`config.mk`:
```
export PLATFORM = sky130hd
export DESIGN_NAME = lookup_engine_ctrl
export DESIGN_NICKNAME = d
export VERILOG_FILES = /design/src/lookup_ctrl_pkg.sv /design/src/flush_if.sv /design/src/flush_engine.sv /design/src/frame_screen.sv /design/src/lookup_engine_ctrl.sv
export SDC_FILE = /design/constraint.sdc
export NUM_CORES = 1
export LEC_CHECK = 0
export BUFFER_PORTS_ARGS = -buffer_cell sky130_fd_sc_hd__buf_4
export CAP_MARGIN = 20
export CORE_AREA = 2 2 206 208
export DETAILED_ROUTE_END_ITERATION = 8
export DIE_AREA = 0 0 208 210
export PLACE_DENSITY_LB_ADDON = 0.12
export SETUP_SLACK_MARGIN = 0.4
export SLEW_MARGIN = 25
export SYNTH_ARGS = -nofsm -noshare
export SYNTH_HDL_FRONTEND = slang
export SYNTH_HIERARCHICAL = 1
export SYNTH_SLANG_ARGS = --single-unit
```
`constraint.sdc`:
```
create_clock -name clk -period 2.8 [get_ports clk]
set_clock_uncertainty 0.15 [all_clocks]
set_input_delay 0.28 -clock clk [delete_from_list [all_inputs] [get_ports clk]]
set_output_delay 0.28 -clock clk [all_outputs]
set_load 0.01 [all_outputs]
```
`src/lookup_ctrl_pkg.sv`:
```
package lookup_ctrl_pkg;

  // Port count and field widths.
  localparam int NUM_PORTS = 7;
  localparam int PORT_W    = 3;
  localparam int MSTI_W    = 4;
  localparam int ADDR_W    = 12;
  localparam int MAC_W     = 48;

  // Register indices; the byte address is four times the index.
  localparam logic [9:0] IDX_CTRL1  = 10'h311;
  localparam logic [9:0] IDX_CTRL2  = 10'h312;
  localparam logic [9:0] IDX_MSTP   = 10'h320;
  localparam logic [9:0] IDX_STATUS = 10'h321;

  // Control 1 field positions.
  localparam int BIT_LEARN_DIS = 7;
  localparam int BIT_SAF_GLOB  = 6;
  localparam int BIT_FLUSH_ALL = 5;
  localparam int BIT_FLUSH_MST = 4;
  localparam int BIT_MCAST_FWD = 3;
  localparam int BIT_AGING_EN  = 2;
  localparam int BIT_FAST_AGE  = 1;
  localparam int BIT_LDN_FLUSH = 0;

  // Control 2 flush option field position, status busy bit and source address multicast bit.
  localparam int FOPT_LSB        = 2;
  localparam int BIT_STAT_BUSY   = 8;
  localparam int MULTICAST_BIT   = 40;

  // Reset values.
  localparam logic [7:0] CTRL1_RESET = 8'h0c;
  localparam logic [7:0] CTRL2_RESET = 8'h00;
  localparam logic [MSTI_W-1:0] MSTP_RESET = 4'h0;

  // Flush option codes.
  localparam logic [1:0] FOPT_NONE = 2'h0;
  localparam logic [1:0] FOPT_DYN  = 2'h1;
  localparam logic [1:0] FOPT_STAT = 2'h2;
  localparam logic [1:0] FOPT_BOTH = 2'h3;

  // What a flush removes: the whole table, one spanning-tree instance or one port.
  typedef enum logic [1:0] {FLUSH_ALL, FLUSH_MSTP, FLUSH_PORT} flush_kind_t;

  // Aging tick timing.
  localparam int CLK_NS           = 50;
  localparam int AGE_TICK_NORM_US = 1000000;
  localparam int AGE_TICK_FAST_US = 1000;
  localparam int AGE_NORM_CYC     = AGE_TICK_NORM_US / CLK_NS * 1000;
  localparam int AGE_FAST_CYC     = AGE_TICK_FAST_US / CLK_NS * 1000;
  localparam int AGE_CNT_W        = 25;

endpackage

```
`src/flush_if.sv`:
```
`timescale 1ns/1ps
// Flush requests from the register bank and completions from the sequencer.
interface flush_if #(parameter int N = 7);
  logic         reqAll;
  logic         reqMstp;
  logic [N-1:0] reqPort;
  logic [1:0]   scope;
  logic         doneAll;
  logic         doneMstp;
  logic [N-1:0] donePort;
  modport ctrl (output reqAll, reqMstp, reqPort, scope, input doneAll, doneMstp, donePort);
  modport eng  (input reqAll, reqMstp, reqPort, scope, output doneAll, doneMstp, donePort);
endinterface // flush_if

```
`src/flush_engine.sv`:
```
`timescale 1ns/1ps
module flush_engine
  import lookup_ctrl_pkg::*;
#(
  parameter int N = NUM_PORTS
)
(
  input  wire logic    clk,          // Core clock.
  input  wire logic    rst_b,        // Asynchronous reset, active low.
  flush_if.eng         fl,           // Requests and completions.
  output logic         flushReq_r,   // Flush command to the table, held till done.
  output flush_kind_t  flushKind_r,  // What the flush covers.
  output logic [1:0]   flushScope_r, // Dynamic, static or both.
  output logic [PORT_W-1:0] flushPort_r, // Port for a link-down flush.
  input  wire logic    flushDone     // Table finished the flush.
);

  typedef enum {ST_IDLE, ST_RUN} eng_st_t;
  eng_st_t st_r;

  logic             anyPort;
  logic [PORT_W-1:0] portSel;
  flush_kind_t      pickKind;
  logic [1:0]       pickScope;
  logic             pickAny;
  logic             skipNow;
  logic             runDone;

  // Lowest numbered port with a pending link-down flush.
  always_comb begin
    portSel = '0;
    for (int i = N - 1; i >= 0; i--) begin
      if (fl.reqPort[i]) begin
        portSel = PORT_W'(i);
      end
    end
  end

  // Whole-table flush first, then instance flush, then port flushes.
  assign anyPort   = |fl.reqPort;
  assign pickAny   = fl.reqAll || fl.reqMstp || anyPort;
  assign pickKind  = fl.reqAll ? FLUSH_ALL : (fl.reqMstp ? FLUSH_MSTP : FLUSH_PORT);
  assign pickScope = (pickKind == FLUSH_PORT) ? FOPT_BOTH : fl.scope;
  assign skipNow   = (st_r == ST_IDLE) && pickAny && (pickScope == FOPT_NONE);
  assign runDone   = (st_r == ST_RUN) && flushDone;

  // Completions are combinational so a request is never picked twice.
  assign fl.doneAll  = (runDone && flushKind_r == FLUSH_ALL) || (skipNow && pickKind == FLUSH_ALL);
  assign fl.doneMstp = (runDone && flushKind_r == FLUSH_MSTP)
                    || (skipNow && pickKind == FLUSH_MSTP);
  assign fl.donePort = (runDone && flushKind_r == FLUSH_PORT) ? (N'(1) << flushPort_r) : '0;

  // Issue one flush and hold it until the table reports completion.
  always_ff @(posedge clk or negedge rst_b) begin
    if (!rst_b) begin
      st_r         <= ST_IDLE;
      flushReq_r   <= 1'b0;
      flushKind_r  <= FLUSH_ALL;
      flushScope_r <= FOPT_NONE;
      flushPort_r  <= '0;
    end else begin
      unique case (st_r)
        ST_IDLE: begin
          if (pickAny && !skipNow) begin
            st_r         <= ST_RUN;
            flushReq_r   <= 1'b1;
            flushKind_r  <= pickKind;
            flushScope_r <= pickScope;
            flushPort_r  <= portSel;
          end
        end
        ST_RUN: begin
          if (flushDone) begin
            st_r       <= ST_IDLE;
            flushReq_r <= 1'b0;
          end
        end
      endcase
    end
  end

endmodule // flush_engine

```
`src/frame_screen.sv`:
```
`timescale 1ns/1ps
module frame_screen
  import lookup_ctrl_pkg::*;
(
  input  wire logic             clk,          // Core clock.
  input  wire logic             rst_b,        // Asynchronous reset, active low.
  input  wire logic             frmValid,     // Source address valid pulse.
  input  wire logic [MAC_W-1:0] srcAddr,      // Received source address.
  input  wire logic [MAC_W-1:0] selfMac,      // Own switch address.
  input  wire logic             filterEn,     // Global and port filter enable.
  input  wire logic             mcastFwd,     // Forward multicast sources.
  input  wire logic             learnDis,     // Unicast learning disable.
  output logic                  verdict_r,    // Verdict valid pulse.
  output logic                  drop_r,       // Drop the frame.
  output logic                  learn_r       // Learn the source address.
);

  logic isSelf;
  logic isMcast;
  logic dropNow;

  // Multicast sources are never learned, whatever the learning bit says.
  assign isSelf  = filterEn && (srcAddr == selfMac);
  assign isMcast = srcAddr[MULTICAST_BIT];
  assign dropNow = isSelf || (isMcast && !mcastFwd);

  // One verdict per source address, one cycle after it arrives.
  always_ff @(posedge clk or negedge rst_b) begin
    if (!rst_b) begin
      verdict_r <= 1'b0;
      drop_r    <= 1'b0;
      learn_r   <= 1'b0;
    end else begin
      verdict_r <= frmValid;
      drop_r    <= frmValid && dropNow;
      learn_r   <= frmValid && !dropNow && !isMcast && !learnDis;
    end
  end
endmodule // frame_screen

```
`src/lookup_engine_ctrl.sv`:
```
`timescale 1ns/1ps
// Function
// - Bit 7 set stops unicast source learning.
// - Drop frames whose source equals own address.
// - Filter only when global and port enabled.
// - Bit 5 starts whole-table flush, self-clearing.
// - Bit 4 flushes matched spanning-tree entries.
// - Flush option field limits flushed entry types.
// - Option 01 dynamic, 10 static, 11 both.
// - Bit 3 clear drops multicast-source frames.
// - Bit 2 set enables aging of entries.
// - Bit 1 set selects fast aging.
// - Bit 0 set flushes ports on link loss.
module lookup_engine_ctrl
  import lookup_ctrl_pkg::*;
#(
  parameter int N            = NUM_PORTS,    // Switch ports.
  parameter int AGE_NORM_LEN = AGE_NORM_CYC, // Cycles between normal aging ticks.
  parameter int AGE_FAST_LEN = AGE_FAST_CYC  // Cycles between fast aging ticks.
)
(
  input  wire logic              clk,          // Core clock, 20 MHz.
  input  wire logic              rst_b,        // Asynchronous reset, active low.
  input  wire logic              hsel,         // AHB slave select.
  input  wire logic [ADDR_W-1:0] haddr,        // AHB byte address.
  input  wire logic [1:0]        htrans,       // AHB transfer type.
  input  wire logic              hwrite,       // AHB write strobe.
  input  wire logic [2:0]        hsize,        // AHB transfer size.
  input  wire logic [31:0]       hwdata,       // AHB write data.
  input  wire logic              hready,       // AHB bus ready.
  output logic                   hreadyout,    // Slave ready, always high.
  output logic                   hresp,        // Slave response, always OKAY.
  output logic [31:0]            hrdata,       // AHB read data.
  input  wire logic [MAC_W-1:0]  selfMac,      // Own switch address.
  input  wire logic [N-1:0]      portSafEn,    // Per-port self filter enables.
  input  wire logic [N-1:0]      linkUp,       // Port link state pins.
  input  wire logic [N-1:0]      frmValid,     // Source address valid pulses.
  input  wire logic [N*MAC_W-1:0] srcAddr,     // Source addresses, port 0 lowest.
  output logic [N-1:0]           verdictValid, // Verdict valid pulses.
  output logic [N-1:0]           frmDrop,      // Drop decisions.
  output logic [N-1:0]           frmLearn,     // Learn decisions.
  output logic                   flushReq,     // Flush command, held till done.
  output flush_kind_t            flushKind,    // Flush coverage.
  output logic [1:0]             flushScope,   // Entry types to remove.
  output logic [PORT_W-1:0]      flushPort,    // Port of a link-down flush.
  output logic [MSTI_W-1:0]      flushInst,    // Selected spanning-tree instance.
  input  wire logic              flushDone,    // Table finished the flush.
  output logic                   ageTick,      // Aging step pulse.
  output logic                   agingOn,      // Aging enabled level.
  output logic                   ageFast       // Fast aging selected level.
);

  // Byte addresses of the registers and the limits of the aging divider.
  localparam logic [ADDR_W-1:0] ADDR_CTRL1  = {IDX_CTRL1, 2'b00};
  localparam logic [ADDR_W-1:0] ADDR_CTRL2  = {IDX_CTRL2, 2'b00};
  localparam logic [ADDR_W-1:0] ADDR_MSTP   = {IDX_MSTP, 2'b00};
  localparam logic [ADDR_W-1:0] ADDR_STATUS = {IDX_STATUS, 2'b00};
  localparam logic [AGE_CNT_W-1:0] NORM_LIM = AGE_CNT_W'(AGE_NORM_LEN - 1);
  localparam logic [AGE_CNT_W-1:0] FAST_LIM = AGE_CNT_W'(AGE_FAST_LEN - 1);

  // Requests and completions between the register bank and the sequencer.
  flush_if #(.N(N)) fl ();

  logic              busWr_r;
  logic [ADDR_W-1:0] busAddr_r;
  logic [7:0]        ctrl1_r;
  logic [7:0]        ctrl2_r;
  logic [MSTI_W-1:0] mstp_r;
  logic              allPend_r;
  logic              mstpPend_r;
  logic [N-1:0]      portPend_r;
  logic [N-1:0]      linkS1_r;
  logic [N-1:0]      linkS2_r;
  logic [N-1:0]      linkS3_r;
  logic [N-1:0]      linkSt_r;
  logic [AGE_CNT_W-1:0] ageCnt_r;
  logic              ageTick_r;
  logic [31:0]       hrdata_r;

  logic        addrTake;
  logic        wrCtrl1;
  logic        wrCtrl2;
  logic        wrMstp;
  logic [7:0]  ctrl1Rd;
  logic [31:0] rdMux;
  logic [31:0] statusRd;
  logic [N-1:0] linkFall;
  logic [N-1:0] filtEn;
  logic        allPend_nxt;
  logic        mstpPend_nxt;
  logic [N-1:0] portPend_nxt;
  logic [AGE_CNT_W-1:0] ageLim;
  logic        ageWrap;

  // Zero wait states: every transfer completes with OKAY in one data phase.
  assign hreadyout = 1'b1;
  assign hresp     = 1'b0;
  assign hrdata    = hrdata_r;
  assign addrTake  = hsel && hready && htrans[1];

  // Writes land in the data phase, when hwdata is on the bus.
  assign wrCtrl1 = busWr_r && (busAddr_r == ADDR_CTRL1);
  assign wrCtrl2 = busWr_r && (busAddr_r == ADDR_CTRL2);
  assign wrMstp  = busWr_r && (busAddr_r == ADDR_MSTP);

  // Flush bits show the pending request rather than stored data.
  assign ctrl1Rd = {ctrl1_r[7:6], allPend_r, mstpPend_r, ctrl1_r[3:0]};
  assign statusRd = {{(31 - BIT_STAT_BUSY){1'b0}}, flushReq, {(BIT_STAT_BUSY - N){1'b0}}, linkSt_r};

  // Read selection; an unmapped address reads as zero.
  assign rdMux = (haddr == ADDR_CTRL1)  ? {24'h000000, ctrl1Rd} :
                 (haddr == ADDR_CTRL2)  ? {24'h000000, ctrl2_r} :
                 (haddr == ADDR_MSTP)   ? {{(32 - MSTI_W){1'b0}}, mstp_r} :
                 (haddr == ADDR_STATUS) ? statusRd : 32'h00000000;

  // Bus address phase capture and read data register.
  always_ff @(posedge clk or negedge rst_b) begin
    if (!rst_b) begin
      busWr_r   <= 1'b0;
      busAddr_r <= '0;
      hrdata_r  <= 32'h00000000;
    end else begin
      busWr_r <= addrTake && hwrite;
      if (addrTake) begin
        busAddr_r <= haddr;
      end
      if (addrTake && !hwrite) begin
        hrdata_r <= rdMux;
      end
    end
  end

  // Control registers; flush bits are never stored here.
  always_ff @(posedge clk or negedge rst_b) begin
    if (!rst_b) begin
      ctrl1_r <= CTRL1_RESET;
      ctrl2_r <= CTRL2_RESET;
      mstp_r  <= MSTP_RESET;
    end else begin
      if (wrCtrl1) begin
        ctrl1_r <= {hwdata[7:6], 2'b00, hwdata[3:0]};
      end
      if (wrCtrl2) begin
        ctrl2_r <= hwdata[7:0];
      end
      if (wrMstp) begin
        mstp_r <= hwdata[MSTI_W-1:0];
      end
    end
  end

  // Link pins pass three flops; a change counts when the last two agree.
  always_ff @(posedge clk or negedge rst_b) begin
    if (!rst_b) begin
      linkS1_r <= '0;
      linkS2_r <= '0;
      linkS3_r <= '0;
      linkSt_r <= '0;
    end else begin
      linkS1_r <= linkUp;
      linkS2_r <= linkS1_r;
      linkS3_r <= linkS2_r;
      linkSt_r <= (linkS2_r & linkS3_r) | (linkSt_r & (linkS2_r | linkS3_r));
    end
  end

  // A link that was up and now reads low twice in a row has been lost.
  assign linkFall = linkSt_r & ~linkS2_r & ~linkS3_r;

  // Pending flushes: a new request in the completing cycle wins over the clear.
  assign allPend_nxt  = (allPend_r && !fl.doneAll) || (wrCtrl1 && hwdata[BIT_FLUSH_ALL]);
  assign mstpPend_nxt = (mstpPend_r && !fl.doneMstp)
                     || (wrCtrl1 && hwdata[BIT_FLUSH_MST]);
  assign portPend_nxt = (portPend_r & ~fl.donePort)
                     | (linkFall & {N{ctrl1_r[BIT_LDN_FLUSH]}});

  always_ff @(posedge clk or negedge rst_b) begin
    if (!rst_b) begin
      allPend_r  <= 1'b0;
      mstpPend_r <= 1'b0;
      portPend_r <= '0;
    end else begin
      allPend_r  <= allPend_nxt;
      mstpPend_r <= mstpPend_nxt;
      portPend_r <= portPend_nxt;
    end
  end

  // The option field scopes both software flushes.
  assign fl.reqAll  = allPend_r;
  assign fl.reqMstp = mstpPend_r;
  assign fl.reqPort = portPend_r;
  assign fl.scope   = ctrl2_r[FOPT_LSB +: 2];
  assign flushInst  = mstp_r;

  flush_engine #(.N(N)) u_flush (
    .clk          (clk),
    .rst_b        (rst_b),
    .fl           (fl.eng),
    .flushReq_r   (flushReq),
    .flushKind_r  (flushKind),
    .flushScope_r (flushScope),
    .flushPort_r  (flushPort),
    .flushDone    (flushDone)
  );

  // Aging steps come from a divider whose period follows the fast bit.
  assign agingOn = ctrl1_r[BIT_AGING_EN];
  assign ageFast = ctrl1_r[BIT_FAST_AGE];
  assign ageLim  = ageFast ? FAST_LIM : NORM_LIM;
  assign ageWrap = ageCnt_r >= ageLim;
  assign ageTick = ageTick_r;

  // Switching to fast aging mid-count wraps at the fast limit, at once if already past it, rather than waiting out the old period.
  always_ff @(posedge clk or negedge rst_b) begin
    if (!rst_b) begin
      ageCnt_r  <= '0;
      ageTick_r <= 1'b0;
    end else if (!agingOn) begin
      ageCnt_r  <= '0;
      ageTick_r <= 1'b0;
    end else begin
      ageCnt_r  <= ageWrap ? '0 : ageCnt_r + 1'b1;
      ageTick_r <= ageWrap;
    end
  end

  // One screening unit per port; the port enable gates the global one.
  assign filtEn = portSafEn & {N{ctrl1_r[BIT_SAF_GLOB]}};

  for (genvar p = 0; p < N; p++) begin : g_port
    frame_screen u_screen (
      .clk       (clk),
      .rst_b     (rst_b),
      .frmValid  (frmValid[p]),
      .srcAddr   (srcAddr[p*MAC_W +: MAC_W]),
      .selfMac   (selfMac),
      .filterEn  (filtEn[p]),
      .mcastFwd  (ctrl1_r[BIT_MCAST_FWD]),
      .learnDis  (ctrl1_r[BIT_LEARN_DIS]),
      .verdict_r (verdictValid[p]),
      .drop_r    (frmDrop[p]),
      .learn_r   (frmLearn[p])
    );
  end
endmodule // lookup_engine_ctrl

```
==> impl_metrics.yaml, run 1 <==
outcome:
  status: "complete, no violations"
clock_tree:
  cts-buffers-inserted: 17
  cts_tree: "yes"
  clock_sinks: 132
  clock_latency_ns: 0.42
  clk_pin_slew_ns: 0.07
  cts.path.max_buffers: 2
  cts_root_buffer: "clkbuf_16"
  htree_levels: 4
route:
  drc: 0
  drt_iter0_drc: 298
  ant_nets: 0
  vias_per_cell: 4.44
  post_drt_wl_per_cell_um: 20.9
  dr.pass1.iters: 5
  finalWirelength_um: 43200
  vias: 9163
worst_setup_path:
  cp.required_ns: 2.93
  crit_cells: 8
  cp_max_fo: 3
  cp_cell_sequence: "dlygate4sd3_1 > buf_4 > xor2_1 > nor4_1 > nand4_1 > nor4_2 > buf_4 > nor4b_1"
  cp_common_cell: "buf_4"
  start_kind: "input port"
  crit_slowest_cell: "dlygate4sd3_1"
  reg2reg_depth: 8
  critPathCaptureType: "flip-flop"
  cp_top_family: "simple AND/OR/NAND/NOR gates"
  setup.worst_path.class: "input port to flip-flop"
  crit_buf_inv: 3
  crit_arrival_ns: 2.46
  cp_slowest_stage_delay_ns: 0.54
global_routing:
  grt_pass1_wl_um: 63500
  grt_pass1_vias: 9942
  grt_overflow: 0
  grt_max_degree: 56
  grt_usage_pct: 19.5
  antenna_found_initial: 0
yosys:
  synth_cells: 960
  synth_area_um2: 9670
  syn_area_per_cell_um2: 10.1
  synth.yosys.warnings: 6
  synth-edff-count: 0
  yosysSeqAreaShare_pct: 34.2
  synth_top_area_cell: "dfrtp_1"
  synth_area_leaders: "dfrtp_1, xor2_1, nor4_1"
  synth.distinct_cells: 62
  synth_top_area_share_pct: 33.6
  synth_seq_cells: 132
  synth-main-ff-cell: "dfrtp_1"
  synth_async_sr_flop_share_pct: 100
place:
  post-place-ws_ns: 0.234
  port_buffers: 476
  dp_hpwl_um: 36800
  placed_area_um2: 13900
  routabilityCongestion: 0.906
  dp_cells: 1986
layout:
  area_growth_pct: 55.6
  layout-drive-gt1-share_pct: 39.7
  final_area_um2: 15000
  utilization_pct: 36.3
  n_fill_cell: 4297
  nets: 1981
  multi_input_area_um2: 6210
  seq_area_um2: 3310
  final_cells: 2063
timing:
  setup_viol: 0
  finalCritPeriodShare_pct: 83.2
  drv_slew: 0
  finalSetupTns_ns: 0
  worstMarginPinSlew_ns: 0.745
  relSlewSlack_pct: 49.9
  fin_crit_ns: 2.33
  setup_slack_ns: 0.472
  worst_hold_slack_ns: 0.0767
  fmax_ghz: 0.429
  rsz0062_at_grt: "yes"
  hold_violations: 0
pwr:
  total_power_mw: 6.23
  power_density_nw_per_um2: 414
  p_leak_nw: 6.95
  ir_drop_v: 0.000356
floorplanning:
  chipWidth_um: 208
  die_area_um2: 43700
  initial_core_util_pct: 23.3
  io_pins: 530
  rows: 75
  die_y_um: 210
  core_area_um2: 41500
run:
  maxCapViolCount: 0
hold_path:
  whs_path_depth: 2
  hold_path.class: "input port to flip-flop"
[flip-flops by register name (all words and copies together) (netlist names), 8 cells and up]
name / count
ctrl2_r: 8
busAddr_r: 12
ageCnt_r: 25
hrdata: 9
[layout make-up]
class                      count  share of cell area, %
multi-input combinational    795                   41.2
inverter                      21                  0.524
tap                          539                   4.48
clock buffer                  17                   2.83
timing repair buffer         543                   28.0
sequential                   132                   22.0
clock inverter                15                  0.948
antenna                        1                 0.0166
[cells in the mapped netlist (18+ instances only)]
cell     count
buf_4       25
nand4_1     18
xnor2_1     25
mux2_2      30
nand3_1     30
nand2_1     22
dfrtp_1    130
nor3_1      18
xor2_1     334
nor4_1      77
inv_1       21
nor2_1      54
[per-layer routing]
| metal | GRT usage (%) | share of wire, % |
|---|---|---|
| met5 | 0 | 0 |
| met4 | 3.89 | 1.6 |
| met3 | 5.54 | 7.0 |
| met2 | 34.4 | 49 |
| met1 | 23.6 | 42 |
[layout by cell type, fill, tap and decap left out, types with 6 or more instances in the layout]
master         synthesis  routed
a22o_1                 6       6
and2_1                 9       9
buf_4                 25     495
clkbuf_16              0      17
conb_1                 2      25
dfrtp_1              130     129
dlygate4sd3_1          0      43
ha_1                  11      10
inv_1                 21      21
maj3_1                 7       7
mux2_2                30      30
nand2_1               22      22
nand3_1               30      30
nand4_1               18      18
nand4bb_1              7       7
nor2_1                54      53
nor2b_1               10      10
nor3_1                18      18
nor4_1                77      73
nor4_2                14      15
nor4b_1                8       8
o21a_1                 7       7
o21ai_0               14      13
xnor2_1               25      25
xor2_1               334     334
[report_power, final]
group	total, mW	internal, mW	switching [mW]	leakage (nW)
clock network	2.14	1.17	0.971	0.275
logic	1.80	0.983	0.819	5.03
registers	2.29	2.10	0.191	1.64
[worst register-to-register path: cells and delay by family, from the launching register on]
kind / cells / cell delay [ns]
flops: 1 / 0.45
fa+ha+maj: 1 / 0.31
simple gates: 1 / 0.10
buf+inv: 2 / 0.33
compound gates: 4 / 0.85
[path summary, 6_finish.rpt]
kind | start | end | slack, ns
setup / recovery | srcAddr[280] | g_port[5].u_screen/learn_r$_DFF_PN0_ | 0.47
hold / removal | haddr[2] | busAddr_r[2]$_DFFE_PN0P_ | 0.08
setup reg to reg | ctrl1_r[1]$_DFFE_PN0P_ | ageCnt_r[22]$_DFF_PN0_ | 0.53
hold reg to reg | linkS1_r[2]$_DFF_PN0_ | linkS2_r[2]$_DFF_PN0_ | 0.19
max in group asynchronous | rst_b | ageCnt_r[12]$_DFF_PN0_ | 1.53
min in group asynchronous | rst_b | u_flush/flushReq_r$_DFFE_PN0P_ | 0.23
[repair_timing]
item / 4_1_cts / 5_1_grt
setup buffers: 1 / 0
hold buffers: 43 / 0
endpoints found under the hold margin: 112 / 0
setup endpoints to repair: 26 / 34
gates resized for setup: 3 / 13
gates cloned: 0 / 0
pin swaps: 0 / 5
[cells by family (layout without fill, tap and decap cells)]
logic type,count (synthesis),in the layout,synth area share (%)
xor gates and xnor gates,359,359,32.5
DFF,132,132,34.2
adders and majority gates,18,18,2.15
muxes,36,36,4.14
AOI/OAI and AO/OA,59,59,4.80
and+or+nand+nor,298,298,18.8
buffers and inverters,56,596,3.38
other,2,26,0.0776
Note: power is estimated with default switching activity, not from simulation.
==> run 2: changes to the inputs <==
--- a/config.mk
+++ b/config.mk
@@ -5,11 +5,12 @@
 export SDC_FILE = /design/constraint.sdc
 export NUM_CORES = 1
 export LEC_CHECK = 0
+export ABC_AREA = 1
 export BUFFER_PORTS_ARGS = -buffer_cell sky130_fd_sc_hd__buf_4
 export CAP_MARGIN = 20
-export CORE_AREA = 2 2 206 208
+export CORE_AREA = 2 2 209 211
 export DETAILED_ROUTE_END_ITERATION = 8
-export DIE_AREA = 0 0 208 210
+export DIE_AREA = 0 0 211 213
 export PLACE_DENSITY_LB_ADDON = 0.12
 export SETUP_SLACK_MARGIN = 0.4
 export SLEW_MARGIN = 25
==> constraint.sdc (replaced) <==
create_clock -name clk -period 2.1 [get_ports clk]
set_clock_uncertainty 0.15 [all_clocks]
set_input_delay 0.21 -clock clk [delete_from_list [all_inputs] [get_ports clk]]
set_output_delay 0.21 -clock clk [all_outputs]
set_load 0.01 [all_outputs]
==> impl_metrics.yaml, run 2 <==
yosys:
  synth-edff-count: 0
  synth_area_leaders: "nand2_1, dfrtp_1, inv_1"
  synth_seq_cells: 132
  synth_area_um2: 13300
  synth.distinct_cells: 45
  synth_top_area_cell: "nand2_1"
  synth-main-ff-cell: "dfrtp_1"
  yosysSeqAreaShare_pct: 24.8
  synth_most_common_cell: "nand2_1"
  synth_cells: 2481
  synthTopCellsByCount: "nand2_1, inv_1, nor2_1"
  syn_area_per_cell_um2: 5.37
  synth_async_sr_flop_share_pct: 100
  synth_top_area_share_pct: 29.1
  synth.yosys.warnings: 6
pwr:
  ir_drop_v: 0.000372
  internal_power_mw: 5.86
  switchingPower_mw: 3.19
  clock_power_share_pct: 30.4
  total_power_mw: 9.04
  combPwrFrac_pct: 35.5
  p_leak_nw: 11.9
  power_density_nw_per_um2: 471
  seqPwrFrac_pct: 34.1
  switching_share_pct: 35.2
timing:
  relSlewSlack_pct: 64.7
  rsz0062_at_grt: "yes"
  fin_crit_ns: 2.09
  fmax_ghz: 0.477
  finalSetupTns_ns: 0
  finalCritPeriodShare_pct: 99.8
  hold_violations: 0
  setup_viol: 0
  worstMarginPinSlew_ns: 0.528
  worst_hold_slack_ns: 0.131
  drv_slew: 0
worst_setup_path:
  cp_top_family: "simple AND/OR/NAND/NOR gates"
  cp_slowest_stage_delay_ns: 0.50
  crit_buf_inv: 2
  crit_slowest_cell: "dfrtp_4"
  cp.required_ns: 2.30
  rr_startpoint: "ctrl1_r[1]$_DFFE_PN0P_"
  critPathCaptureType: "flip-flop"
  crit_arrival_ns: 2.29
  cp_cell_sequence: "buf_12 > ha_4 > or2_1 > a21oi_2 > nand2_2 > nand2_2 > nand4_4 > clkbuf_16 > nor2_2"
  setup.worst_path.class: "flip-flop to flip-flop"
  cp_max_fo: 6
  cp-startpoint: "ctrl1_r[1]$_DFFE_PN0P_"
  cp_common_cell: "nand2_2"
  start_kind: "flip-flop"
layout:
  regMostFlops: "ageCnt_r"
  utilization_pct: 45.0
  area_growth_pct: 44.0
  final_common_cell: "nand2_1"
  layout-drive-gt1-share_pct: 22.5
  nets: 3511
  final_cells: 3614
  largest_reg_flops: 25
  layout_common_cells: "nand2_1, inv_1, buf_4"
clock_tree:
  cts.path.max_buffers: 2
  clk_pin_slew_ns: 0.06
  htree_levels: 4
  cts-buffers-inserted: 17
  cts_tree: "yes"
  clock_latency_ns: 0.42
  cts_root_buffer: "clkbuf_16"
  clock_sinks: 132
route:
  drc: 0
  finalWirelength_um: 58200
  ant_nets: 0
  post_drt_wl_per_cell_um: 16.1
  vias: 15800
  vias_per_cell: 4.36
  drt_iter0_drc: 867
  dr.pass1.iters: 5
floorplanning:
  chipWidth_um: 211
  rows: 76
  initial_core_util_pct: 31.2
  die_area_um2: 44900
  die_y_um: 213
  io_pins: 530
  core_area_um2: 42700
global_routing:
  grt_usage_pct: 25.4
  antenna_found_initial: 18
  grt_pass1_wl_um: 85400
  grt_pass1_vias: 14800
  grt_overflow: 0
  grt_max_degree: 85
place:
  dp_cells: 3505
  dp_hpwl_um: 49500
  port_buffers: 476
  routabilityCongestion: 0.984
outcome:
  status: "complete, no violations"
hold_path:
  hp-start: "haddr[2]"
  hold_path.class: "input port to flip-flop"
run:
  maxCapViolCount: 0
[run 2: cell count changes after synthesis, sizes merged, moves of 74 or more]
cell   before   now
xor2      334     7
inv        21   607
o21ai      15    89
nand2      23  1034
nor2       58   329
nor4       92     1
[run 2: worst reg2reg max path, delay by kind of cell (launching register included)]
kind            cells  cell delay [ns]
simple gates        5             0.68
buf+inv             2             0.40
fa+ha+maj           1             0.16
compound gates      1             0.13
flops               1             0.50
[run 2: final timing paths]
| kind | end | slack (ns) | cells past startpoint |
|---|---|---|---|
| max reg2reg | ageCnt_r[20]$_DFF_PN0_ | 0.005 | 9 |
| min | hrdata[7]$_DFFE_PN0P_ | 0.13 | 6 |
| max in group asynchronous | linkS1_r[2]$_DFF_PN0_ | 1.15 | 3 |
| max | ageCnt_r[20]$_DFF_PN0_ | 0.005 | 9 |
| min in group asynchronous | ageCnt_r[8]$_DFF_PN0_ | 0.20 | 3 |
| min reg2reg | linkS2_r[1]$_DFF_PN0_ | 0.20 | 0 |
[run 2: cells by family after synthesis]
family                     synth area share, %
and+or+nand+nor                           45.6
buffers and inverters                     19.1
DFF                                       24.8
AOI/OAI and AO/OA                         5.62
xor gates and xnor gates                  3.22
adders and majority gates                 1.03
muxes                                    0.591
other                                   0.0563
[run 2: power by group through the flow]
stage               Sequential [mW]  Combinational (mW)  Clock [mW]
floorplan                      3.09                1.53           0
global placement               3.10                2.95           0
detailed placement             3.11                3.00           0
CTS                            3.07                3.10        2.80
global route                   3.13                3.64        2.92
finish                         3.09                3.21        2.75
[run 2: routing by layer]
layer / GRT usage [%] / share of wire [%]
met1: 31.1 / 42
met2: 44.1 / 49
met3: 5.32 / 6.0
met4: 8.72 / 2.6
met5: 0 / 0.045
[run 2: timing repair]
action                     4_1_cts  5_1_grt
hold endpoints to repair       194        0
buffers inserted                 4       10
pin swaps                        3       32
cloned                           0        3
hold buffers                    45        0
gates resized for setup         10       88
setup endpoints to repair       39       63
[run 2: metrics by stage]
step	setup WS, ns	cell area (µm²)
after floorplan	0.272	13500
after global placement	0.0540	17600
after detailed placement	0.0211	17600
after CTS	0.0462	18700
after global routing	-0.0451	19200
final	0.00503	19200
[run 2: layout make-up]
type / count / area, µm²
Multi-Input combinational cell: 1728 / 7940
Clock buffer: 18 / 439
Timing Repair Buffer: 554 / 4400
Fill cell: 4619 / 23500
Clock inverter: 13 / 104
Sequential cell: 132 / 3310
Inverter: 607 / 2280
Tap cell: 546 / 683
Antenna cell: 16 / 40.0
==> run 3: changes to the inputs <==
--- a/config.mk
+++ b/config.mk
@@ -5,12 +5,11 @@
 export SDC_FILE = /design/constraint.sdc
 export NUM_CORES = 1
 export LEC_CHECK = 0
-export ABC_AREA = 1
 export BUFFER_PORTS_ARGS = -buffer_cell sky130_fd_sc_hd__buf_4
 export CAP_MARGIN = 20
-export CORE_AREA = 2 2 209 211
+export CORE_AREA = 2 2 207 209
 export DETAILED_ROUTE_END_ITERATION = 8
-export DIE_AREA = 0 0 211 213
+export DIE_AREA = 0 0 209 211
 export PLACE_DENSITY_LB_ADDON = 0.12
 export SETUP_SLACK_MARGIN = 0.4
 export SLEW_MARGIN = 25
==> impl_metrics.yaml, run 3 (synthesized netlist as in run 1, its figures left out) <==
floorplanning:
  die_area_um2: 44100
  rows: 75
  core_area_um2: 41800
  die_y_um: 211
  io_pins: 530
  initial_core_util_pct: 23.2
  chipWidth_um: 209
route:
  ant_nets: 0
  post_drt_wl_per_cell_um: 22.6
  vias_per_cell: 4.47
  vias: 9541
  drt_iter0_drc: 441
  drc: 0
  finalWirelength_um: 48300
  dr.pass1.iters: 4
clock_tree:
  htree_levels: 4
  clock_sinks: 132
  cts_root_buffer: "clkbuf_16"
  clk_pin_slew_ns: 0.06
  clock_latency_ns: 0.42
  cts_tree: "yes"
  cts.path.max_buffers: 2
  cts-buffers-inserted: 17
timing:
  relSlewSlack_pct: 65.2
  hold_violations: 0
  fmax_ghz: 0.420
  finalCritPeriodShare_pct: 113
  drv_slew: 0
  finalSetupTns_ns: -6.66
  fin_crit_ns: 2.38
  setup_slack_ns: -0.281
  worstMarginPinSlew_ns: 0.514
  worst_hold_slack_ns: 0.0313
  rsz0062_at_grt: "yes"
  setup_viol: 26
place:
  placed_area_um2: 14400
  routabilityCongestion: 0.870
  dp_hpwl_um: 40800
  port_buffers: 476
worst_setup_path:
  start_kind: "flip-flop"
  cp.required_ns: 2.29
  crit_arrival_ns: 2.57
  rrSetupSlack_ns: -0.28
  setup.worst_path.class: "flip-flop to flip-flop"
  cp_max_fo: 8
  critPathCaptureType: "flip-flop"
global_routing:
  grt_usage_pct: 21.5
  antenna_found_initial: 15
  grt_pass1_vias: 10100
  grt_overflow: 0
  grt_pass1_wl_um: 67800
  grt_max_degree: 58
layout:
  layout-drive-gt1-share_pct: 44.5
  final_area_um2: 16000
  nets: 2041
  area_growth_pct: 65.8
  regMostFlops: "ageCnt_r"
  utilization_pct: 38.4
  layout_common_cells: "buf_4, xor2_1, dfrtp_1"
  largest_reg_flops: 25
  n_fill_cell: 4314
  final_common_cell: "buf_4"
pwr:
  ir_drop_v: 0.000552
  p_leak_nw: 7.40
  power_density_nw_per_um2: 539
hold_path:
  hold_path.class: "input port to flip-flop"
outcome:
  violations: "negative setup slack"
  status: "finished with violations"
run:
  maxCapViolCount: 0
run 3: layer usage:
layer / up-vias / GRT usage (%) / share of wire (%)
met1: 4632 / 23.1 / 37
li1: 4554 / - / -
met3: 55 / 4.15 / 4.8
met4: 0 / 8.35 / 3.2
met2: 300 / 41.1 / 55
met5: - / 0 / 0
run 3: power breakdown:
| part | internal, mW | leakage (nW) | total [mW] | switching (mW) |
|---|---|---|---|---|
| logic | 1.44 | 5.47 | 2.61 | 1.18 |
| registers | 2.79 | 1.64 | 3.06 | 0.263 |
| clock network | 1.63 | 0.288 | 2.98 | 1.35 |
run 3: final cells by class:
class	count	area (µm²)	share of cell area, %
multi-input combinational	795	6540	40.8
timing repair buffer	603	4810	30.0
sequential	132	3310	20.6
tap	539	674	4.21
clock buffer	18	439	2.74
clock inverter	14	149	0.929
inverter	21	78.8	0.492
antenna	14	35.0	0.218
run 3: worst max-delay path: stages (launching register included):
cell and delay, ns:
dfrtp_2 0.47, buf_6 0.15, ha_4 0.14, or4_4 0.40, a311o_1 0.33, a41oi_2 0.23, o211ai_4 0.16, buf_6 0.17
nor2_1 0.10
run 3: path summary, 6_finish.rpt:
kind / startpoint / endpoint / cells past startpoint
setup / recovery: ctrl1_r[1]$_DFFE_PN0P_ / ageCnt_r[3]$_DFF_PN0_ / 8
hold / removal: srcAddr[232] / g_port[4].u_screen/drop_r$_DFF_PN0_ / 3
setup reg to reg: ctrl1_r[1]$_DFFE_PN0P_ / ageCnt_r[3]$_DFF_PN0_ / 8
hold reg to reg: linkS1_r[4]$_DFF_PN0_ / linkS2_r[4]$_DFF_PN0_ / 0
max in group asynchronous: rst_b / ctrl1_r[6]$_DFFE_PN0P_ / 3
min in group asynchronous: rst_b / linkS1_r[0]$_DFF_PN0_ / 2
run 3: metrics by stage:
step,instances,power (mW),setup WS (ns)
finish,2136,8.65,-0.281
detailed placement,2029,5.49,-0.360
global route,2132,9.13,-0.371
global placement,2029,5.47,-0.437
CTS,2115,8.68,-0.232
floorplan,983,4.09,-0.116
run 3: timing repair:
action | 4_1_cts | 5_1_grt
cloned | 1 | 0
hold endpoints to repair | 192 | 0
hold buffers | 44 | 0
setup endpoints to repair | 56 | 61
pin swaps | 18 | 25
setup buffers | 9 | 7
resized for setup | 49 | 56
